<file path="config.mk">
export PLATFORM = sky130hd
export DESIGN_NAME = motor_pin_if
export DESIGN_NICKNAME = d
export VERILOG_FILES = /design/src/motor_pins_pkg.sv /design/src/speed_deglitch.sv /design/src/motor_pin_if.sv
export SDC_FILE = /design/constraint.sdc
export NUM_CORES = 1
export LEC_CHECK = 0
export BUFFER_PORTS_ARGS = -buffer_cell sky130_fd_sc_hd__buf_2
export CAP_MARGIN = 15
export CORE_MARGIN = 2
export CORE_UTILIZATION = 59
export CTS_BUF_LIST = sky130_fd_sc_hd__clkbuf_16
export DETAILED_ROUTE_END_ITERATION = 7
export PLACE_DENSITY_LB_ADDON = 0.3
export SLEW_MARGIN = 0
export SYNTH_ARGS = -nofsm -noshare
export SYNTH_HDL_FRONTEND = slang
export SYNTH_SLANG_ARGS = --single-unit
export TNS_END_PERCENT = 1
</file>
<file path="constraint.sdc">
create_clock -name clk -period 5.59 [get_ports clk]
set_clock_uncertainty 0.2 [all_clocks]
set_input_delay 0.559 -clock clk [delete_from_list [all_inputs] [get_ports clk]]
set_output_delay 0.559 -clock clk [all_outputs]
set_load 0.02 [all_outputs]
</file>
<file path="src/motor_pins_pkg.sv">
// shared types and constants for the motor control pin interface
package motor_pins_pkg;

  // ----------------------------------------
  // widths and counts
  // ----------------------------------------
  localparam int SPEED_W = 16;
  localparam int FILT_W = 8;
  localparam int WIN_W = 10;
  localparam int SYNC_STAGES = 2;
  localparam logic [WIN_W-1:0] WINDOW_LAST = 10'h3FF; // measurement window of 1024 cycles
  localparam logic [SPEED_W-1:0] SPEED_ZERO = 16'h0000;

  // ----------------------------------------
  // reference source select encodings
  // ----------------------------------------
  typedef logic [1:0] speed_mode_t;
  localparam speed_mode_t MODE_ANALOG = 2'h0;
  localparam speed_mode_t MODE_PWM = 2'h1;
  localparam speed_mode_t MODE_I2C = 2'h2;
  localparam speed_mode_t MODE_FREQ = 2'h3;

  // ----------------------------------------
  // phase selects, one-hot, bit 0 is phase a
  // ----------------------------------------
  localparam logic [2:0] PHASE_A = 3'h1;
  localparam logic [2:0] PHASE_B = 3'h2;
  localparam logic [2:0] PHASE_C = 3'h4;

  // ----------------------------------------
  // state machines
  // ----------------------------------------
  typedef enum logic [2:0] {
    BRK_RUN = 3'h1,
    BRK_RAMP = 3'h2,
    BRK_HOLD = 3'h4
  } brake_state_e;

  typedef enum logic [2:0] {
    DRV_ON = 3'h1,
    DRV_COAST = 3'h2,
    DRV_RESTART = 3'h4
  } drive_state_e;

  // ----------------------------------------
  // carriers
  // ----------------------------------------
  typedef struct packed {
    logic brake_ovr_en;
    logic brake_ovr_val;
    logic dir_ovr_en;
    logic dir_ovr_val;
    logic alarm_pin_en;
    logic pullup_nv;
    speed_mode_t speed_mode;
    logic [FILT_W-1:0] glitch_cycles;
    logic [SPEED_W-1:0] brake_speed_threshold;
    logic [SPEED_W-1:0] i2c_speed_cmd;
  } cfg_s;

  typedef struct packed {
    logic actionable;
    logic report_only;
  } fault_in_s;

  typedef struct packed {
    logic fault_low_o;
    logic fault_low_oe_n;
    logic alarm_o;
    logic alarm_oe_n;
  } fault_pins_s;

  typedef struct packed {
    logic braking;
    logic ramping;
    logic coasting;
    logic sleep_req;
    logic fwd;
  } status_s;

endpackage

</file>
<file path="src/speed_deglitch.sv">
// glitch filter for the digital speed input
`timescale 1ns/10ps

module speed_deglitch #(
  parameter int CNT_W = 8
) (
  // clock and reset
  input wire logic clk,
  input wire logic rst_n,
  // filter control
  input wire logic enable,
  input wire logic [CNT_W-1:0] hold_cycles,
  // data
  input wire logic raw,
  output logic filtered
);

  logic [CNT_W-1:0] cnt_ff;
  logic out_ff;

  // count how long the input has differed from the output
  always_ff @(posedge clk or negedge rst_n) begin
    if (!rst_n) begin
      cnt_ff <= '0;
    end else if (raw == out_ff || !enable) begin
      cnt_ff <= '0;
    end else begin
      cnt_ff <= cnt_ff + 1'b1;
    end
  end

  // when enabled, accept a new level only once it has held longer than the setting; when disabled, follow the input
  always_ff @(posedge clk or negedge rst_n) begin
    if (!rst_n) begin
      out_ff <= 1'b0;
    end else if (!enable || (raw != out_ff && cnt_ff >= hold_cycles)) begin
      out_ff <= raw;
    end
  end

  assign filtered = out_ff;

endmodule

</file>
<file path="src/motor_pin_if.sv">
// control and monitoring pin logic of the motor driver
//
// Notes on behaviour
// - on brake, limit speed to brake threshold first, then enter brake
// - stay in brake while the brake input stays high
// - brake override setting wins over the brake pin
// - direction high steps a,b,c; low steps a,c,b
// - direction override setting wins over the direction pin
// - driver disable high turns all six switches off, motor coasts
// - driver disable falling runs the restart sequence
// - driver disable never requests sleep; core keeps running
// - sleep follows only the speed input or the i2c speed command
// - speed input takes pwm duty, frequency or analog level
// - fault low output pulled low on a fault
// - alarm enabled: report-only faults raise alarm only
// - alarm enabled: actionable faults raise alarm and pull fault low
// - alarm disabled: alarm hi-z, every fault pulls fault low
// - speed pulse output toggles at a rate following motor speed
// - pull-up select takes effect only at power-up from stored value
// - pwm mode applies a configurable deglitch filter on speed input
// - host writes stored configuration and reads fault and motor state
// - reference select 00 analog, 01 pwm, 10 i2c, 11 frequency
`timescale 1ns/10ps

module motor_pin_if (
  // clock and reset
  input wire logic clk,
  input wire logic rstn,
  // control pins
  input wire logic brake_pin,
  input wire logic dir_pin,
  input wire logic driver_disable_input,
  input wire logic speed_pin,
  // configuration from the serial port and stored memory
  input wire motor_pins_pkg::cfg_s cfg,
  // analog level from the converter
  input wire logic [motor_pins_pkg::SPEED_W-1:0] analog_speed_level,
  // motor core
  input wire logic [motor_pins_pkg::SPEED_W-1:0] motor_speed,
  input wire logic comm_step,
  input wire motor_pins_pkg::fault_in_s faults,
  output logic [motor_pins_pkg::SPEED_W-1:0] speed_ref,
  output logic [2:0] phase_sel,
  output logic gates_off,
  output logic restart_req,
  // monitor pins
  output motor_pins_pkg::fault_pins_s fault_pins,
  output logic speed_pulse_output,
  output logic pullup_active,
  // state for the serial port readback
  output motor_pins_pkg::status_s status
);
  import motor_pins_pkg::*;

  // ----------------------------------------
  // reset release and input synchronisers
  // ----------------------------------------
  logic [1:0] rst_sync_ff;
  logic rst_n;
  logic [SYNC_STAGES-1:0] brake_sync_ff;
  logic [SYNC_STAGES-1:0] dir_sync_ff;
  logic [SYNC_STAGES-1:0] off_sync_ff;
  logic [SYNC_STAGES-1:0] spd_sync_ff;

  // reset is taken away cleanly on the clock
  always_ff @(posedge clk or negedge rstn) begin
    if (!rstn) begin
      rst_sync_ff <= 2'h0;
    end else begin
      rst_sync_ff <= {rst_sync_ff[0], 1'b1};
    end
  end
  assign rst_n = rst_sync_ff[1];

  always_ff @(posedge clk or negedge rst_n) begin
    if (!rst_n) begin
      brake_sync_ff <= '0;
      dir_sync_ff <= '0;
      off_sync_ff <= '0;
      spd_sync_ff <= '0;
    end else begin
      brake_sync_ff <= {brake_sync_ff[0], brake_pin};
      dir_sync_ff <= {dir_sync_ff[0], dir_pin};
      off_sync_ff <= {off_sync_ff[0], driver_disable_input};
      spd_sync_ff <= {spd_sync_ff[0], speed_pin};
    end
  end

  // ----------------------------------------
  // effective brake and direction
  // ----------------------------------------
  logic brake_eff;
  logic fwd;
  // override setting wins over the pin
  assign brake_eff = cfg.brake_ovr_en ? cfg.brake_ovr_val : brake_sync_ff[1];
  // override setting wins over the pin
  assign fwd = cfg.dir_ovr_en ? cfg.dir_ovr_val : dir_sync_ff[1];

  // ----------------------------------------
  // speed input measurement
  // ----------------------------------------
  logic spd_filt;
  logic spd_prev_ff;
  logic [WIN_W-1:0] win_ff;
  logic [WIN_W:0] high_cnt_ff;
  logic [WIN_W:0] edge_cnt_ff;
  logic [SPEED_W-1:0] pwm_val_ff;
  logic [SPEED_W-1:0] freq_val_ff;
  logic [SPEED_W-1:0] sel_ref;
  logic win_end;

  // deglitch only in pwm mode; other modes pass straight through
  speed_deglitch #(.CNT_W(FILT_W)) u_deglitch (
    .clk(clk),
    .rst_n(rst_n),
    .enable(cfg.speed_mode == MODE_PWM),
    .hold_cycles(cfg.glitch_cycles),
    .raw(spd_sync_ff[1]),
    .filtered(spd_filt)
  );

  assign win_end = (win_ff == WINDOW_LAST);

  // fixed window trades response time for a simple divider-free measure
  always_ff @(posedge clk or negedge rst_n) begin
    if (!rst_n) begin
      win_ff <= '0;
      spd_prev_ff <= 1'b0;
      high_cnt_ff <= '0;
      edge_cnt_ff <= '0;
    end else begin
      win_ff <= win_ff + 1'b1;
      spd_prev_ff <= spd_filt;
      if (win_end) begin
        high_cnt_ff <= {{WIN_W{1'b0}}, spd_filt}; // this sample opens the next window
        edge_cnt_ff <= {{WIN_W{1'b0}}, spd_filt & ~spd_prev_ff};
      end else begin
        high_cnt_ff <= high_cnt_ff + {{WIN_W{1'b0}}, spd_filt};
        edge_cnt_ff <= edge_cnt_ff + {{WIN_W{1'b0}}, spd_filt & ~spd_prev_ff};
      end
    end
  end

  // latch duty and edge count at each window end
  always_ff @(posedge clk or negedge rst_n) begin
    if (!rst_n) begin
      pwm_val_ff <= SPEED_ZERO;
      freq_val_ff <= SPEED_ZERO;
    end else if (win_end) begin
      pwm_val_ff <= SPEED_W'(high_cnt_ff);
      freq_val_ff <= SPEED_W'(edge_cnt_ff);
    end
  end

  // analog, pwm duty or frequency from the speed input, or the i2c speed command
  always_comb begin
    case (cfg.speed_mode)
      MODE_ANALOG: sel_ref = analog_speed_level;
      MODE_PWM: sel_ref = pwm_val_ff;
      MODE_I2C: sel_ref = cfg.i2c_speed_cmd;
      default: sel_ref = freq_val_ff;
    endcase
  end

  // ----------------------------------------
  // brake sequence
  // ----------------------------------------
  brake_state_e brk_ff;
  brake_state_e nxt_brk;

  always_comb begin
    nxt_brk = brk_ff;
    case (brk_ff)
      BRK_RUN: begin
        if (brake_eff) begin
          nxt_brk = BRK_RAMP;
        end
      end
      BRK_RAMP: begin
        if (!brake_eff) begin
          nxt_brk = BRK_RUN;
        end else if (motor_speed <= cfg.brake_speed_threshold) begin
          nxt_brk = BRK_HOLD;
        end
      end
      BRK_HOLD: begin
        if (!brake_eff) begin
          nxt_brk = BRK_RUN;
        end
      end
      default: nxt_brk = BRK_RUN;
    endcase
  end

  always_ff @(posedge clk or negedge rst_n) begin
    if (!rst_n) begin
      brk_ff <= BRK_RUN;
    end else begin
      brk_ff <= nxt_brk;
    end
  end

  // speed reference is clamped during the ramp and zero in brake
  always_ff @(posedge clk or negedge rst_n) begin
    if (!rst_n) begin
      speed_ref <= SPEED_ZERO;
    end else if (nxt_brk == BRK_HOLD) begin
      speed_ref <= SPEED_ZERO;
    end else if (nxt_brk == BRK_RAMP && sel_ref > cfg.brake_speed_threshold) begin
      speed_ref <= cfg.brake_speed_threshold;
    end else begin
      speed_ref <= sel_ref;
    end
  end

  // ----------------------------------------
  // driver disable and restart
  // ----------------------------------------
  drive_state_e drv_ff;
  drive_state_e nxt_drv;
  logic off_now;
  assign off_now = off_sync_ff[1];

  always_comb begin
    nxt_drv = drv_ff;
    case (drv_ff)
      DRV_ON: begin
        if (off_now) begin
          nxt_drv = DRV_COAST;
        end
      end
      DRV_COAST: begin
        if (!off_now) begin
          nxt_drv = DRV_RESTART;
        end
      end
      DRV_RESTART: begin
        nxt_drv = off_now ? DRV_COAST : DRV_ON;
      end
      default: nxt_drv = DRV_ON;
    endcase
  end

  always_ff @(posedge clk or negedge rst_n) begin
    if (!rst_n) begin
      drv_ff <= DRV_ON;
    end else begin
      drv_ff <= nxt_drv;
    end
  end

  assign gates_off = (drv_ff == DRV_COAST);
  assign restart_req = (drv_ff == DRV_RESTART);

  // ----------------------------------------
  // commutation order and speed pulses
  // ----------------------------------------
  // forward a,b,c; reverse a,c,b
  always_ff @(posedge clk or negedge rst_n) begin
    if (!rst_n) begin
      phase_sel <= PHASE_A;
    end else if (restart_req) begin
      phase_sel <= PHASE_A;
    end else if (comm_step && !gates_off) begin
      if (fwd) begin
        phase_sel <= {phase_sel[1:0], phase_sel[2]};
      end else begin
        phase_sel <= {phase_sel[0], phase_sel[2:1]};
      end
    end
  end

  // one edge per commutation step tracks motor speed
  always_ff @(posedge clk or negedge rst_n) begin
    if (!rst_n) begin
      speed_pulse_output <= 1'b0;
    end else if (comm_step && !gates_off) begin
      speed_pulse_output <= ~speed_pulse_output;
    end
  end

  // ----------------------------------------
  // pull-up select, caught once after reset
  // ----------------------------------------
  logic pu_taken_ff;
  // later writes to the stored bit wait for the next power-up
  always_ff @(posedge clk or negedge rst_n) begin
    if (!rst_n) begin
      pu_taken_ff <= 1'b0;
      pullup_active <= 1'b0;
    end else if (!pu_taken_ff) begin
      pu_taken_ff <= 1'b1;
      pullup_active <= cfg.pullup_nv;
    end
  end

  // ----------------------------------------
  // fault pins
  // ----------------------------------------
  logic fault_pull;
  assign fault_pull = faults.actionable | (faults.report_only & ~cfg.alarm_pin_en);

  always_ff @(posedge clk or negedge rst_n) begin
    if (!rst_n) begin
      fault_pins <= '{fault_low_o: 1'b0, fault_low_oe_n: 1'b1, alarm_o: 1'b0, alarm_oe_n: 1'b1};
    end else begin
      fault_pins.fault_low_o <= 1'b0;        // open drain: only ever pulls low
      fault_pins.fault_low_oe_n <= ~fault_pull;
      fault_pins.alarm_o <= faults.actionable | faults.report_only;
      fault_pins.alarm_oe_n <= ~cfg.alarm_pin_en; // disabled alarm floats
    end
  end

  // ----------------------------------------
  // status readback
  // ----------------------------------------
  // state visible to the serial port
  // sleep request depends only on the reference
  assign status = '{braking: brk_ff == BRK_HOLD, ramping: brk_ff == BRK_RAMP,
                    coasting: gates_off, sleep_req: sel_ref == SPEED_ZERO, fwd: fwd};
endmodule

</file>
==> impl_metrics.ini <==
[worst_setup_path]
critPathMaxFanout = 18
critPathRequiredTime_ps = 5600
crit-reg2reg-launch = freq_val_ff[9]
critPathMostFrequentCell = mux2i_1
crit_chain = buf_2, mux2i_1, nor2_1, ha_1, nand4_1, nor4_1, a21boi_2, o31a_1, mux2i_1, mux2i_1
slowest_stage = o31a_1
critPathLaunchType = input pin
cp_data_arrival_time_ps = 3900
crit_start = cfg[41]
path_delay_family = compound AO/OA/AOI/OAI gates
max_stage_delay_ps = 870
cp-end-kind = flip-flop
crit_buf_inv = 1
critPathKind = input pin to flip-flop

[final_layout]
antennaDiodeCount = 0
nets = 754
final_cell_mix = buf_2 (119), dfrtp_1 (99), ha_1 (46), nor2_1 (41)
stdcell_area_mm2 = 0.00666
final_layout_size_suffix_gt1_share_pct = 31.1
fin_cells = 753
area_growth_pct = 17.4
final_util_pct = 71.8
layout_commonest_cell = buf_2

[run]
maxCapViolCount = 0

[global_routing]
track_usage_pct = 26.0
antenna_found_initial = 0
grt_pass1_wl_um = 20700
gr-total-overflow = 0
grt_max_degree = 80
grt_pass1_vias = 4334

[floorplanning]
core.rowCount = 35
initial_utilization_pct = 61.1
fp.dieW_um = 102
coreArea_mm2 = 0.00928
die_y_um = 102
dieArea_mm2 = 0.0104
top_level_ports = 121

[placed_design]
placedInstanceArea_mm2 = 0.00635
dp_hpwl_um = 9590
port_buffers = 119
dpl.cell_count = 736
finalWeightedCongestion = 0.965
dp_slack_ps = 1440

[clock_tree]
htreeDepth = 3
insertion_delay_ps = 350
numCtsBuffers = 9
tritoncts = done
cts_sinks = 105
cts-resized-gates = 0
cts_root_buffer = clkbuf_16
clk_pin_slew_worst_paths_ps = 70
clk_path_buf_depth = 2

[sta]
hold_viol = 0
hold_slack_ps = 25.1
worst_pin_slew_ps = 1090
fmax_mhz = 257
finalCriticalPeriod_ps = 3890
rsz0062_at_grt = no
setup_violations = 0
report.final.slew_viol_count = 0
max-slew-margin-rel_pct = 27.6
worst_slack_ps = 1700
finalCritPeriodShare_pct = 69.5
tns_ps = 0

[detailed_routing]
wirelength_um = 12800
avgViaCountPerCell = 5.62
wl_per_cell_um = 17.0
drt_pass1_iterations = 4
ant_nets = 0
drtIter0Drc = 195
vias = 4231
post-route-drc-count = 0

[power_and_ir_drop]
power_mw = 2.03
ir_worst_vdd_mv = 0.241
combPwrFrac_pct = 21.8
p_sw_mw = 0.621
p_leak_nw = 3.35
internal_power_mw = 1.41
seqPwrFrac_pct = 46.8
pwr_density_cell_mw_per_mm2 = 304
swShare_pct = 30.7
pwr-share-clk_pct = 31.4

[synthesis]
synth-edff-count = 0
synthArstFlopShare_pct = 100
synth_cell_types = 52
yosysWarnings = 0
synthCells = 502
synthFlopType = dfrtp_1
synth-seq-cells = 105
syn_avg_cell_area_um2 = 11.3
ys_seq_area_share_pct = 46.4
syn_area_mm2 = 0.00568

[run_status]
status = completed

[hold_path]
hold_class = flip-flop to asynchronous set/reset pin
## per-layer routing
| layer | global-route usage (%) | up-vias | wire (um) |
|---|---|---|---|
| met5 | 0 | - | 0 |
| met4 | 10.3 | 0 | 284 |
| met3 | 4.99 | 25 | 947 |
| met2 | 43.2 | 170 | 6290 |
| met1 | 34.1 | 2058 | 5240 |
| li1 | - | 1978 | - |
## logic make-up after synthesis
group           count (synthesis)  synth area share [%]
xor+xnor                       35                  5.40
other cells                     2                 0.132
flops                         105                  46.4
buf+inv                        50                  4.14
simple gates                  145                  12.6
compound gates                 49                  5.80
mux                            70                  15.4
fa+ha+maj                      46                  10.1
## worst register-to-register path, stage by stage, from the launching register on
cell	delay (ps)
dfrtp_1	390
mux4_2	530
ha_1	330
nand2_1	70
nor4_1	390
a21boi_2	240
o31a_1	870
mux2i_1	290
mux2i_1	100
## synth_stat cells, types with 2 or more instances
cell type | instances | share of area [%]
dfrtp_1 | 100 | 44
ha_1 | 46 | 10
nor2_1 | 42 | 2.8
mux2i_1 | 32 | 5.6
inv_1 | 31 | 2.0
nand2_1 | 30 | 2.0
mux2_2 | 27 | 5.4
nand3_1 | 25 | 2.2
xor2_1 | 22 | 3.4
a21oi_1 | 13 | 1.1
xnor2_1 | 13 | 2.0
mux4_2 | 11 | 4.4
o21ai_1 | 11 | 0.97
and3_1 | 9 | 0.99
nor2b_1 | 8 | 0.88
buf_2 | 7 | 0.62
a21o_1 | 6 | 0.79
nor4_1 | 6 | 0.66
clkbuf_1 | 5 | 0.33
dfstp_2 | 5 | 2.3
buf_4 | 4 | 0.53
nand4_1 | 4 | 0.44
nor3_1 | 4 | 0.35
o21ai_0 | 4 | 0.35
a211oi_1 | 3 | 0.40
nand2b_1 | 3 | 0.33
nor3b_1 | 3 | 0.40
conb_1 | 2 | 0.13
nor3b_2 | 2 | 0.44
o21a_1 | 2 | 0.26
## cell type report
cell class	instances	area, um^2
multi-input combinational	348	2810
sequential	105	2640
fill	676	2620
timing repair buffer	123	628
clock buffer	9	225
tap	129	161
inverter	32	120
clock inverter	7	77.6
## flip-flops by register name, summed over array words and instances (netlist names), 2 cells and up
signal             flops
high_cnt_ff           11
drv_ff                 3
win_ff                10
freq_val_ff           11
brake_sync_ff          2
speed_ref             16
off_sync_ff            2
pwm_val_ff            11
brk_ff                 3
edge_cnt_ff           11
u_deglitch.cnt_ff      8
rst_sync_ff            2
phase_sel              3
spd_sync_ff            2
fault_pins             3
dir_sync_ff            2
## power groups by stage
| stage | clock, mW | sequential (mW) | combinational [mW] |
|---|---|---|---|
| floorplan | 0 | 0.993 | 0.263 |
| global placement | 0 | 0.955 | 0.421 |
| detailed placement | 0 | 0.962 | 0.439 |
| CTS | 0.650 | 0.948 | 0.445 |
| global route | 0.681 | 0.963 | 0.495 |
| finish | 0.636 | 0.949 | 0.442 |
## timing repair
item                                    4_1_cts  5_1_grt
buffers inserted                              0        0
hold buffers                                  1        0
endpoints found under the hold margin         2        0
endpoints found under the setup margin        0        0
## final timing paths
kind                                             end  slack, ps  cells past startpoint
worst max register to register          speed_ref[9]       2060                      8
worst min register to register  u_deglitch.cnt_ff[2]         30                      0
worst max-delay path                    speed_ref[9]       1700                     10
min in group clk                      dir_sync_ff[0]        120                      1
max in group asynchronous        u_deglitch.filtered       3870                      1
worst min-delay path            u_deglitch.cnt_ff[2]         30                      0
Note: power is estimated with default switching activity, not from simulation.
